### config.mk
export PLATFORM = sky130hd
export DESIGN_NAME = hstuc_regbank
export DESIGN_NICKNAME = d
export VERILOG_FILES = /design/src/hdl/hstuc_pkg.sv /design/src/hdl/hstuc_regbank.sv
export SDC_FILE = /design/constraint.sdc
export NUM_CORES = 1
export LEC_CHECK = 0
export BUFFER_PORTS_ARGS = -buffer_cell sky130_fd_sc_hd__buf_2
export CORE_ASPECT_RATIO = 0.7
export CORE_MARGIN = 3
export CORE_UTILIZATION = 28
export DETAILED_ROUTE_END_ITERATION = 10
export HOLD_SLACK_MARGIN = 0.12
export SYNTH_ARGS = -nofsm -noshare
export SYNTH_HDL_FRONTEND = slang
export SYNTH_SLANG_ARGS = --single-unit
export TNS_END_PERCENT = 1
### constraint.sdc
create_clock -name clk_sys_i -period 3.7 [get_ports clk_sys_i]
set_input_delay 0.37 -clock clk_sys_i [delete_from_list [all_inputs] [get_ports clk_sys_i]]
set_output_delay 0.37 -clock clk_sys_i [all_outputs]
set_load 0.005 [all_outputs]
### src/hdl/hstuc_pkg.sv
/*
 * hstuc_pkg: register map, field positions and reset values of the
 * magnetic switch and temperature configuration bank.
 * Assumes an 8-bit register space reached over a two-wire serial port.
 */
package hstuc_pkg;

    localparam int unsigned NUM_REGS = 8;

    // entry indices into the register array
    localparam int unsigned IDX_MAG_CFG   = 0;
    localparam int unsigned IDX_MAG_PROX  = 1;
    localparam int unsigned IDX_MAG_TOUCH = 2;
    localparam int unsigned IDX_TMP_CFG   = 3;
    localparam int unsigned IDX_TMP_MULT  = 4;
    localparam int unsigned IDX_CAL_A     = 5;
    localparam int unsigned IDX_CAL_B     = 6;
    localparam int unsigned IDX_CAL_C     = 7;

    // register addresses, entry 0 in the low byte
    localparam logic [NUM_REGS-1:0][7:0] REG_ADDR = {
        8'hc4, 8'hc3, 8'hc2, 8'hc1, 8'hc0, 8'ha2, 8'ha1, 8'ha0
    };
    // writable bits; unassigned bits stay zero
    localparam logic [NUM_REGS-1:0][7:0] REG_MASK = {
        8'hff, 8'hff, 8'hff, 8'h3f, 8'h7f, 8'hff, 8'hff, 8'h77
    };
    localparam logic [NUM_REGS-1:0][7:0] REG_RESET = {
        8'h00, 8'h00, 8'h00, 8'h00, 8'h00, 8'h19, 8'h19, 8'h00
    };

    localparam logic [7:0] ADDR_MAG_CFG        = 8'ha0;
    localparam logic [7:0] ADDR_MAG_PROX       = 8'ha1;
    localparam logic [7:0] ADDR_MAG_TOUCH      = 8'ha2;
    localparam logic [7:0] ADDR_TMP_CFG        = 8'hc0;
    localparam logic [7:0] ADDR_TMP_MULT       = 8'hc1;
    localparam logic [7:0] ADDR_SCALE_PACKED   = 8'hc2;
    localparam logic [7:0] ADDR_OFFSET_ORIG    = 8'hc3;
    localparam logic [7:0] ADDR_CAL_MULT_NEW   = 8'hc2;
    localparam logic [7:0] ADDR_CAL_DIV_NEW    = 8'hc3;
    localparam logic [7:0] ADDR_OFFSET_NEW     = 8'hc4;

    // magnetic switch configuration fields
    localparam int unsigned LIN_BIT      = 6;
    localparam int unsigned THYST_HI     = 5;
    localparam int unsigned THYST_LO     = 4;
    localparam int unsigned SWAP_BIT     = 2;
    localparam int unsigned PHYST_HI     = 1;
    localparam int unsigned PHYST_LO     = 0;
    localparam logic [1:0]  TOUCH_SCALE  = 2'h2;

    // temperature configuration fields
    localparam int unsigned RESEED_PROX_BIT = 6;
    localparam int unsigned RESEED_EN_BIT   = 5;
    localparam int unsigned RESEED_THR_HI   = 4;
    localparam int unsigned RESEED_THR_LO   = 0;
    localparam int unsigned COARSE_HI       = 5;
    localparam int unsigned COARSE_LO       = 4;
    localparam int unsigned FINE_HI         = 3;
    localparam int unsigned FINE_LO         = 0;
    localparam int unsigned PK_MULT_HI      = 7;
    localparam int unsigned PK_MULT_LO      = 4;
    localparam int unsigned PK_DIV_HI       = 3;
    localparam int unsigned PK_DIV_LO       = 0;

    // serial port
    localparam logic [3:0] BITS_PER_BYTE = 4'h8;
    localparam logic [6:0] DEV_ADDR_DEF  = 7'h2a; // arbitrary bus address

    localparam logic [1:0] KIND_ADDR = 2'h0;
    localparam logic [1:0] KIND_PTR  = 2'h1;
    localparam logic [1:0] KIND_DATA = 2'h2;

    typedef enum logic [2:0] {
        ST_IDLE,
        ST_RX,
        ST_ACK,
        ST_TX,
        ST_MACK,
        ST_WAIT
    } hstuc_fsm_t;

endpackage : hstuc_pkg

### src/hdl/hstuc_regbank.sv
/*
 * hstuc_regbank: configuration bank for the magnetic switch and
 * temperature functions, with its own two-wire serial slave port.
 * Assumes scl/sda already synchronous to clk_sys_i and an external
 * open-drain pad resolving sda from sda_oe_o.
 */
//
// Behaviour
// - bit 6 turns output linearization on
// - touch hysteresis none, 1/4, 1/8, 1/16
// - bit 2 inverts reported field direction
// - proximity hysteresis none, 1/4, 1/8, 1/16
// - proximity threshold eight bits, resets to 25
// - touch threshold stored value times four
// - bit 6 allows reseed during proximity
// - bit 5 enables the reseed function
// - reseed threshold equals stored five-bit value
// - coarse bits 5:4, fine bits 3:0
// - original: packed multiplier/divider, each plus one
// - original: offset constant at c3
// - newer: full-byte multiplier, divider; offset c4
`timescale 1ns/1ps

module hstuc_regbank #(
    parameter logic [6:0] DEV_ADDR      = hstuc_pkg::DEV_ADDR_DEF,
    parameter bit         NEWER_VARIANT = 1'b0
) (
    // clock and reset
    input  wire logic        clk_sys_i,
    input  wire logic        reset_i,
    // serial port
    input  wire logic        scl_i,
    input  wire logic        sda_i,
    output logic             sda_o,
    output logic             sda_oe_o,
    // magnetic switch settings
    output logic             lin_mode_o,
    output logic             swap_dir_o,
    output logic [7:0]       prox_thr_o,
    output logic [7:0]       prox_hyst_o,
    output logic [9:0]       touch_thr_o,
    output logic [9:0]       touch_hyst_o,
    // temperature settings
    output logic             reseed_in_prox_o,
    output logic             reseed_en_o,
    output logic [4:0]       reseed_thr_o,
    output logic [1:0]       temperature_channel_coarse_o,
    output logic [3:0]       temperature_channel_fine_o,
    output logic [8:0]       cal_mult_o,
    output logic [8:0]       cal_div_o,
    output logic [7:0]       cal_offset_o
);

    typedef struct packed {
        hstuc_pkg::hstuc_fsm_t                  fsm;
        logic [1:0]                             kind;
        logic [3:0]                             cnt;
        logic [7:0]                             shift;
        logic                                   rw;
        logic [7:0]                             ptr;
        logic                                   oe;
        logic                                   scl_prev;
        logic                                   sda_prev;
        logic [hstuc_pkg::NUM_REGS-1:0][7:0]    regs;
        logic                                   lin;
        logic                                   swap;
        logic [7:0]                             prox_thr;
        logic [7:0]                             prox_hyst;
        logic [9:0]                             touch_thr;
        logic [9:0]                             touch_hyst;
        logic                                   rs_prox;
        logic                                   rs_en;
        logic [4:0]                             rs_thr;
        logic [1:0]                             coarse;
        logic [3:0]                             fine;
        logic [8:0]                             mult;
        logic [8:0]                             div;
        logic [7:0]                             offset;
    } hstuc_state_t;

    hstuc_state_t s_q;
    hstuc_state_t s_d;

    logic scl_rise;
    logic scl_fall;
    logic bus_start;
    logic bus_stop;

    assign scl_rise  = ~s_q.scl_prev & scl_i;
    assign scl_fall  = s_q.scl_prev & ~scl_i;
    assign bus_start = s_q.scl_prev & scl_i & s_q.sda_prev & ~sda_i;
    assign bus_stop  = s_q.scl_prev & scl_i & ~s_q.sda_prev & sda_i;

    // c4 only exists on the newer variant
    function automatic logic entry_live(input int unsigned idx);
        entry_live = (idx != hstuc_pkg::IDX_CAL_C) || NEWER_VARIANT;
    endfunction : entry_live

    function automatic logic [7:0] read_byte(
        input logic [7:0]                          ptr,
        input logic [hstuc_pkg::NUM_REGS-1:0][7:0] regs
    );
        read_byte = 8'h00;
        for (int unsigned i = 0; i < hstuc_pkg::NUM_REGS; i++)
        begin
            if (ptr == hstuc_pkg::REG_ADDR[i] && entry_live(i))
            begin
                read_byte = regs[i];
            end
        end
    endfunction : read_byte

    // fraction of threshold: sel 1..3 shifts by 2..4, sel 0 gives none
    function automatic logic [9:0] hyst(
        input logic [9:0] thr,
        input logic [1:0] sel
    );
        logic [2:0] sh;
        sh = {1'b0, sel} + 3'h1;
        hyst = (sel == 2'h0) ? 10'h000 : (thr >> sh);
    endfunction : hyst

    always_comb
    begin
        logic [7:0]  rd;
        logic [7:0]  cfg;
        logic [7:0]  tcfg;
        logic [7:0]  tmul;
        logic [9:0]  ph;
        s_d = s_q;
        rd  = read_byte(s_q.ptr, s_q.regs);
        cfg  = s_q.regs[hstuc_pkg::IDX_MAG_CFG];
        tcfg = s_q.regs[hstuc_pkg::IDX_TMP_CFG];
        tmul = s_q.regs[hstuc_pkg::IDX_TMP_MULT];
        ph   = 10'h000;
        s_d.scl_prev = scl_i;
        s_d.sda_prev = sda_i;

        if (bus_start)
        begin
            s_d.fsm  = hstuc_pkg::ST_RX;
            s_d.kind = hstuc_pkg::KIND_ADDR;
            s_d.cnt  = 4'h0;
            s_d.oe   = 1'b0;
        end
        else if (bus_stop)
        begin
            s_d.fsm = hstuc_pkg::ST_IDLE;
            s_d.oe  = 1'b0;
        end
        else
        begin
            case (s_q.fsm)
                hstuc_pkg::ST_RX:
                begin
                    if (scl_rise)
                    begin
                        s_d.shift = {s_q.shift[6:0], sda_i};
                        s_d.cnt   = s_q.cnt + 4'h1;
                    end
                    else if (scl_fall && s_q.cnt == hstuc_pkg::BITS_PER_BYTE)
                    begin
                        s_d.fsm = hstuc_pkg::ST_ACK;
                        s_d.oe  = 1'b1;
                        case (s_q.kind)
                            hstuc_pkg::KIND_ADDR:
                            begin
                                s_d.rw = s_q.shift[0];
                                if (s_q.shift[7:1] != DEV_ADDR)
                                begin
                                    s_d.fsm = hstuc_pkg::ST_WAIT;
                                    s_d.oe  = 1'b0;
                                end
                            end
                            hstuc_pkg::KIND_PTR:
                            begin
                                s_d.ptr = s_q.shift;
                            end
                            default:
                            begin
                                // unmapped addresses take the ack but no data
                                for (int unsigned i = 0;
                                     i < hstuc_pkg::NUM_REGS; i++)
                                begin
                                    if (s_q.ptr == hstuc_pkg::REG_ADDR[i]
                                        && entry_live(i))
                                    begin
                                        s_d.regs[i] = s_q.shift
                                            & hstuc_pkg::REG_MASK[i];
                                    end
                                end
                                s_d.ptr = s_q.ptr + 8'h01;
                            end
                        endcase
                    end
                end
                hstuc_pkg::ST_ACK:
                begin
                    if (scl_fall)
                    begin
                        s_d.cnt = 4'h0;
                        if (s_q.rw)
                        begin
                            s_d.fsm   = hstuc_pkg::ST_TX;
                            s_d.shift = rd;
                            s_d.oe    = ~rd[7];
                            s_d.ptr   = s_q.ptr + 8'h01;
                        end
                        else
                        begin
                            s_d.fsm  = hstuc_pkg::ST_RX;
                            s_d.oe   = 1'b0;
                            s_d.kind = (s_q.kind == hstuc_pkg::KIND_ADDR)
                                ? hstuc_pkg::KIND_PTR : hstuc_pkg::KIND_DATA;
                        end
                    end
                end
                hstuc_pkg::ST_TX:
                begin
                    if (scl_rise)
                    begin
                        s_d.cnt = s_q.cnt + 4'h1;
                    end
                    else if (scl_fall)
                    begin
                        s_d.shift = {s_q.shift[6:0], 1'b0};
                        s_d.oe    = ~s_q.shift[6];
                        if (s_q.cnt == hstuc_pkg::BITS_PER_BYTE)
                        begin
                            s_d.fsm = hstuc_pkg::ST_MACK;
                            s_d.oe  = 1'b0;
                        end
                    end
                end
                hstuc_pkg::ST_MACK:
                begin
                    // master nack ends the read; only a stop or start follows
                    if (scl_rise)
                    begin
                        s_d.rw = ~sda_i;
                    end
                    else if (scl_fall)
                    begin
                        s_d.cnt = 4'h0;
                        if (s_q.rw)
                        begin
                            s_d.fsm   = hstuc_pkg::ST_TX;
                            s_d.shift = rd;
                            s_d.oe    = ~rd[7];
                            s_d.ptr   = s_q.ptr + 8'h01;
                        end
                        else
                        begin
                            s_d.fsm = hstuc_pkg::ST_WAIT;
                        end
                    end
                end
                default:
                begin
                    s_d.oe = 1'b0;
                end
            endcase
        end

        // registered views for the sensing logic
        s_d.lin       = cfg[hstuc_pkg::LIN_BIT];
        s_d.swap      = cfg[hstuc_pkg::SWAP_BIT];
        s_d.prox_thr  = s_q.regs[hstuc_pkg::IDX_MAG_PROX];
        ph = hyst({2'h0, s_q.regs[hstuc_pkg::IDX_MAG_PROX]},
                  cfg[hstuc_pkg::PHYST_HI:hstuc_pkg::PHYST_LO]);
        s_d.prox_hyst = ph[7:0];
        s_d.touch_thr = {s_q.regs[hstuc_pkg::IDX_MAG_TOUCH], 2'b00};
        s_d.touch_hyst = hyst(s_d.touch_thr,
            cfg[hstuc_pkg::THYST_HI:hstuc_pkg::THYST_LO]);
        s_d.rs_prox = tcfg[hstuc_pkg::RESEED_PROX_BIT];
        s_d.rs_en   = tcfg[hstuc_pkg::RESEED_EN_BIT];
        s_d.rs_thr  =
            tcfg[hstuc_pkg::RESEED_THR_HI:hstuc_pkg::RESEED_THR_LO];
        s_d.coarse  = tmul[hstuc_pkg::COARSE_HI:hstuc_pkg::COARSE_LO];
        s_d.fine    = tmul[hstuc_pkg::FINE_HI:hstuc_pkg::FINE_LO];
        // all-ones plus one reaches 256; kept 9 bits wide so nothing is lost
        if (NEWER_VARIANT)
        begin
            s_d.mult   = {1'b0, s_q.regs[hstuc_pkg::IDX_CAL_A]}
                + 9'h001;
            s_d.div    = {1'b0, s_q.regs[hstuc_pkg::IDX_CAL_B]}
                + 9'h001;
            s_d.offset = s_q.regs[hstuc_pkg::IDX_CAL_C];
        end
        else
        begin
            s_d.mult = {5'h00, s_q.regs[hstuc_pkg::IDX_CAL_A]
                [hstuc_pkg::PK_MULT_HI:hstuc_pkg::PK_MULT_LO]} + 9'h001;
            s_d.div  = {5'h00, s_q.regs[hstuc_pkg::IDX_CAL_A]
                [hstuc_pkg::PK_DIV_HI:hstuc_pkg::PK_DIV_LO]} + 9'h001;
            s_d.offset = s_q.regs[hstuc_pkg::IDX_CAL_B];
        end
    end

    always_ff @(posedge clk_sys_i)
    begin
        if (reset_i)
        begin
            s_q           <= '0;
            s_q.scl_prev  <= 1'b1;
            s_q.sda_prev  <= 1'b1;
            s_q.regs      <= hstuc_pkg::REG_RESET;
            s_q.prox_thr  <= hstuc_pkg::REG_RESET[hstuc_pkg::IDX_MAG_PROX];
            s_q.touch_thr <=
                {hstuc_pkg::REG_RESET[hstuc_pkg::IDX_MAG_TOUCH], 2'b00};
            s_q.mult      <= 9'h001;
            s_q.div       <= 9'h001;
        end
        else
        begin
            s_q <= s_d;
        end
    end

    // open drain: the pad only ever pulls low
    assign sda_o    = 1'b0;
    assign sda_oe_o = s_q.oe;

    assign lin_mode_o                   = s_q.lin;
    assign swap_dir_o                   = s_q.swap;
    assign prox_thr_o                   = s_q.prox_thr;
    assign prox_hyst_o                  = s_q.prox_hyst;
    assign touch_thr_o                  = s_q.touch_thr;
    assign touch_hyst_o                 = s_q.touch_hyst;
    assign reseed_in_prox_o             = s_q.rs_prox;
    assign reseed_en_o                  = s_q.rs_en;
    assign reseed_thr_o                 = s_q.rs_thr;
    assign temperature_channel_coarse_o = s_q.coarse;
    assign temperature_channel_fine_o   = s_q.fine;
    assign cal_mult_o                   = s_q.mult;
    assign cal_div_o                    = s_q.div;
    assign cal_offset_o                 = s_q.offset;

endmodule : hstuc_regbank

; After elaboration in Yosys (flattened, before gate mapping)
; Index checks and enable logic that the tools add are counted.
[word_totals]
word_cells = 176
ramBits = 0
output_inout_bits = 79
mem_count = 0
rom_bits = 0
regBits = 157
latch_bits = 0
[classes]
magnitude_cmp = 0
n_mul = 0
n_shift = 2
reduce_logical = 28
mux = 53
addsub = 6
div_mod_pow = 0
eq_ne = 37
bitwise_logic = 18
[op_table]
columns = op, n
row1 = $mux W8, 10
row2 = $reduce_and A7 Y1, 9
row3 = $eq A8 B8 Y1 const B, 7
row4 = $pmux W12 S4, 1
row5 = $mux W12, 3
row6 = $mux W9, 4
row7 = $ne A4 B4 Y1 const B, 8
row8 = $mux W3, 10
row9 = $ne A2 B2 Y1 const B, 15
row10 = $reduce_and A9 Y1, 3
row11 = $pmux W8 S3, 1
row12 = $mux W23, 1
row13 = $mux W10, 2
row14 = $mux W17, 1
row15 = $pmux W8 S2, 1
row16 = $mux W7, 2
row17 = $pmux W3 S4, 1
row18 = $not A1 Y1, 11
row19 = $reduce_and A11 Y1, 1
row20 = $add A4 B1 Y5 const B, 2
row21 = $shr A10 B3 Y10, 1
row22 = $mux W1, 9
row23 = $add A8 B1 Y8 const B, 1
row24 = $mux W2, 4
row25 = 23 further kinds, 36

; Depth between registers and ports, before layout
[depth]
ltp_word = 15
depth_mapped = 9
mapped_depth_nobuf = 7

; Worst setup path after synthesis
; No wires, ideal clock.
[synth_timing]
path_kind = input to register
from = in scl_i
to = reg s_q[144] (netlist bit)
path_slack_ns = 1.755
n_path_buf = 1
stages = 6
t_arrival_ns = 1.870
cell_sequence = buf_2 or3b_4 nor4_2 o221ai_2 or3b_1 a31oi_1
[synth_via]
elab_chain_len = 5
[synth_rtl]
columns = item, line
row1 = "start, declared", hstuc_regbank.sv:32  ; input wire logic scl_i,
row2 = $and A1 B1 Y1 / $not A1 Y1 (equally long branches), "hstuc_regbank.sv:91, hstuc_regbank.sv:92, hstuc_regbank.sv:90"
row3 = $and A1 B1 Y1 (on tied branches), "hstuc_regbank.sv:91, hstuc_regbank.sv:90, hstuc_regbank.sv:92"
row4 = $and A1 B1 Y1 (tied with other cells), hstuc_regbank.sv:91  ; assign bus_start = s_q.scl_prev & scl_i & s_q.sda_prev & ~sda_i;
row5 = $not A1 Y1 (no line) / $ne A2 B2 Y1 (equally long branches), n/a
row6 = $reduce_and A11 Y1 (no line) (*), n/a
row7 = "end, declared", hstuc_regbank.sv:81  ; hstuc_state_t s_q;
; Mark *: on every way between the ends. The rest lies on a longest branch, timed or not.
; A chain may end at the register's enable or synchronous reset.

; Worst setup path in the final report
[layout_timing]
from = reg s_q[142] (netlist bit)
to = reg s_q (netlist bit s_d[70])
[layout_via]
elab_chain_len = 5
[layout_rtl]
columns = item, line
row1 = $and A1 B1 Y1, "hstuc_regbank.sv:91, hstuc_regbank.sv:92"
row2 = $and A1 B1 Y1 (on tied branches) (2 in a row), "hstuc_regbank.sv:91, hstuc_regbank.sv:92"
row3 = $not A1 Y1 (no line), n/a
row4 = $reduce_and A7 Y1 (no line) (*), n/a
; Marked as above.

==> key figures <==
Outcome
  – Status: finished, final reports clean

Floorplan
  – DIE WIDTH: 193.9 microns
  – Die height: 137.5 microns
  – Initial Utilization: 28.90%
  – Core area: 0.02393 sq mm
  – IO Pins: 83
  – Rows: 47
  – DIE AREA: 0.02665 sq mm

Clock tree
  – Root Buffer: clkbuf_16
  – H-tree Lvls: 4
  – CTS tree: done
  – TritonCTS buffer count: 17
  – Clock sinks: 145
  – Post-cts sizing count: 0
  – Clk Latency, worst-skew pair: 0.43 ns
  – Post-CTS Setup Repair Bufs: 0
  – Post-CTS Hold Buffers: 0
  – Reg clk slew, reported paths: 0.06 ns
  – Clk buf depth: 2

Power and ir drop
  – Clock power share: 51.7%
  – Reg power frac: 46.2%
  – Peak supply drop: 0.3662 mV
  – Switching pwr: 0.0007921 W
  – Sw frac: 23.15%
  – Combinational Power Share: 2.1%
  – Pleak: 2.916 nW
  – Design Power: 0.003421 W
  – Int Power: 0.002629 W
  – PwrDens: 450.8 mW/mm^2

Setup path
  – RR Startpoint: s_q[142]
  – Critical path class: register to register
  – Register-to-Register Path Depth: 4
  – Reg2reg end: s_d[70]
  – Crit path from: s_q[142]
  – CP Max Fanout: 16
  – Critical Path End: s_d[70]
  – Reg-to-reg slack, setup: 1.19 ns
  – Worst Setup End Kind: register
  – Worst EP required: 4.02 ns
  – Worst EP arrival: 2.83 ns
  – CP Launch Type: register

Hold path
  – Min-delay worst type: input pin to register

STA
  – Relative slew slack: 38.34%
  – Worst Tran Pin Value: 0.9249 ns
  – RSZ-0062 raised after global routing: false
  – Final worst path period share: 67.87%
  – Fin. Hold Viols: 0
  – Clock Skews: 0.009548 ns
  – Post-route minimum period: 2.511 ns
  – Setup TNS Final: 0 ns
  – Fmax: 398.2 MHz
  – Final setup fails: 0
  – Fin. max-slew vios: 0

Synthesis
  – Most used DFF post-synth: dfxtp_1
  – Synth area leader: dfxtp_1
  – Yosys top cell area share: 41.97%
  – Top cells by area, synth: dfxtp_1, buf_4, nor2b_1
  – Asr flop ratio synth: 0%
  – Post-synth EDFFs: 0
  – Cell count after synthesis: 813
  – Post-Syn Area: 0.006917 sq mm
  – Synth unique cells: 66
  – Sequential share of the synthesized area: 41.97%
  – Flip-flop and latch count after synthesis: 145
  – Yosys warnings: 0
  – Mapped Avg Cell Area: 8.508 sq um

Final layout
  – Area of the multi-input gates: 0.003252 sq mm
  – Layout cells sized above 1: 16.87%
  – Fillers: 2514
  – Final Net Count: 805
  – Register area: 0.002903 sq mm
  – Area Growth Syn to Fin: 9.714%
  – Utilization after layout: 31.71%
  – Finished Layout Cells: 1124
  – ANT cells: 0

Drt
  – Drt first pass iters: 5
  – Wire per inst: 16.10 microns
  – Vias: 5481
  – Final routed DRC violation total: 0
  – Drt initial violations: 376
  – Routed Antenna Nets: 0
  – Drt total wl: 18.10 mm
  – Vias per inst: 4.876

GRT
  – Largest net degree at the start of global routing: 60
  – Total congestion overflow: 0
  – Initial antenna violation count: 0
  – First-pass GRT wire length: 28.55 mm
  – Gr usage total: 13.55%
  – Vias in the first global route: 4978

Placed design
  – DP Cell Count: 1092
  – IO buf count: 69
  – GP Congestion: 0.8305
  – Hpwl dp: 12.76 mm

Job
  – Max Cap Violations: 0
critical path, cell delays in order, from the launching register on:
cell,delay (ns)
dfxtp_1,0.52
or3b_4,0.46
nor3_4,0.44
nand3_1,0.54
a211o_1,0.43
kinds of logic (layout without fill, tap and decap cells):
kind of cell / after synthesis / count (layout) / share of synthesized area [%]
multiplexers: 25 / 25 / 3.781
other: 1 / 15 / 0.05422
AO/OA/AOI/OAI: 185 / 185 / 17.00
AND/OR/NAND/NOR: 302 / 302 / 23.08
buffers and inverters: 140 / 119 / 11.78
XOR/XNOR: 7 / 7 / 0.8864
adder cells (fa/ha/maj): 8 / 8 / 1.447
flip-flops: 145 / 145 / 41.97
per-layer routing:
layer  vias up  GRT usage (%)  share of wire (%)  wire (microns)
met3        20          3.398                6.4            1160
met1      2618          21.18                 53            9521
met4         0          3.627                1.1             194
met5         -              0                  0               0
met2       159          18.04                 40            7219
li1       2684              -                  -               -
layout by cell type (no fill, tap or decap), drive strengths merged, types with 4 or more instances in the layout:
cell type	n
inv	18
o32ai	4
nor3	9
clkinv	4
mux2i	16
a31oi	4
clkbuf	19
a311oi	4
buf	74
mux2	9
nand2b	17
o221ai	4
nand4	4
conb	15
o21ai	56
or3b	4
dfxtp	145
or3	5
a22oi	10
nand3b	7
a21oi	50
a21o	9
a211oi	10
nand3	17
nor2	63
xnor2	4
nor2b	52
ha	8
and3	10
a211o	7
nand2	85
a221oi	4
or2	10
cell usage after synthesis (5+ instances only):
| cell | instances |
|---|---|
| nand2_1 | 85 |
| a21oi_1 | 49 |
| a21o_1 | 9 |
| clkbuf_1 | 42 |
| and3_1 | 10 |
| or2_2 | 10 |
| nor2b_1 | 52 |
| a211oi_1 | 10 |
| o21ai_0 | 56 |
| mux2_2 | 9 |
| nand3_1 | 17 |
| nand3b_1 | 7 |
| mux2i_1 | 16 |
| a211o_1 | 7 |
| a22oi_1 | 10 |
| ha_1 | 8 |
| nor2_1 | 63 |
| dfxtp_1 | 145 |
| buf_2 | 9 |
| nor3_1 | 8 |
| buf_4 | 74 |
| or3_1 | 5 |
| nand2b_1 | 17 |
| inv_1 | 13 |
registers in the layout, indices dropped and copies added, names as in the netlist:
register and cells:
swap_dir_o 1, reseed_en_o 1, cal_offset_o 8, s_q 40, touch_hyst_o 9, prox_hyst_o 7
reseed_in_prox_o 1, temperature_channel_fine_o 4, cal_mult_o 5, reseed_thr_o 5, lin_mode_o 1, sda_oe_o 1
touch_thr_o 8, s_d 39, cal_div_o 5, temperature_channel_coarse_o 2, prox_thr_o 8
stage by stage:
step | cell area, sq um | setup slack [ns] | hold WS, ns
after detailed placement | 6987 | 1.235 | 0.4585
after floorplan | 6969 | 1.756 | 0.4185
after CTS | 7589 | 1.218 | 0.2478
after global placement | 6987 | 1.283 | 0.4529
after global routing | 7589 | 0.9610 | 0.2858
final | 7589 | 1.189 | 0.2796
worst min-delay path by stage:
| stage | from | end | slack [ns] | depth (start not counted) |
|---|---|---|---|---|
| after floorplan | s_q[121] | cal_mult_o[0] | 0.42 | 1 |
| after global placement | s_d[2] | s_d[2] | 0.45 | 2 |
| after detailed placement | s_d[3] | s_d[3] | 0.46 | 2 |
| after CTS | sda_i | s_q[141] | 0.25 | 2 |
| after global routing | sda_i | s_q[141] | 0.29 | 2 |
| final | sda_i | s_q[141] | 0.28 | 2 |
cell type report:
type                            count  area share [%]
Multi-Input combinational cell    542           42.85
Timing Repair Buffer               74           5.078
Inverter                           13          0.6430
Sequential cell                   145           38.25
Clock inverter                     13           1.962
Tap cell                          318           5.243
Clock buffer                       19           5.969
power groups by stage:
| stage | sequential, W | combinational [W] | clock, W |
|---|---|---|---|
| finish | 0.00158 | 0.0000719 | 0.00177 |
| global route | 0.00158 | 0.0000816 | 0.00187 |
| CTS | 0.00158 | 0.0000714 | 0.00181 |
| detailed placement | 0.00161 | 0.0000711 | 0 |
| global placement | 0.00161 | 0.0000713 | 0 |
| floorplan | 0.00160 | 0.0000715 | 0 |
(Power assumes the default switching activity.)
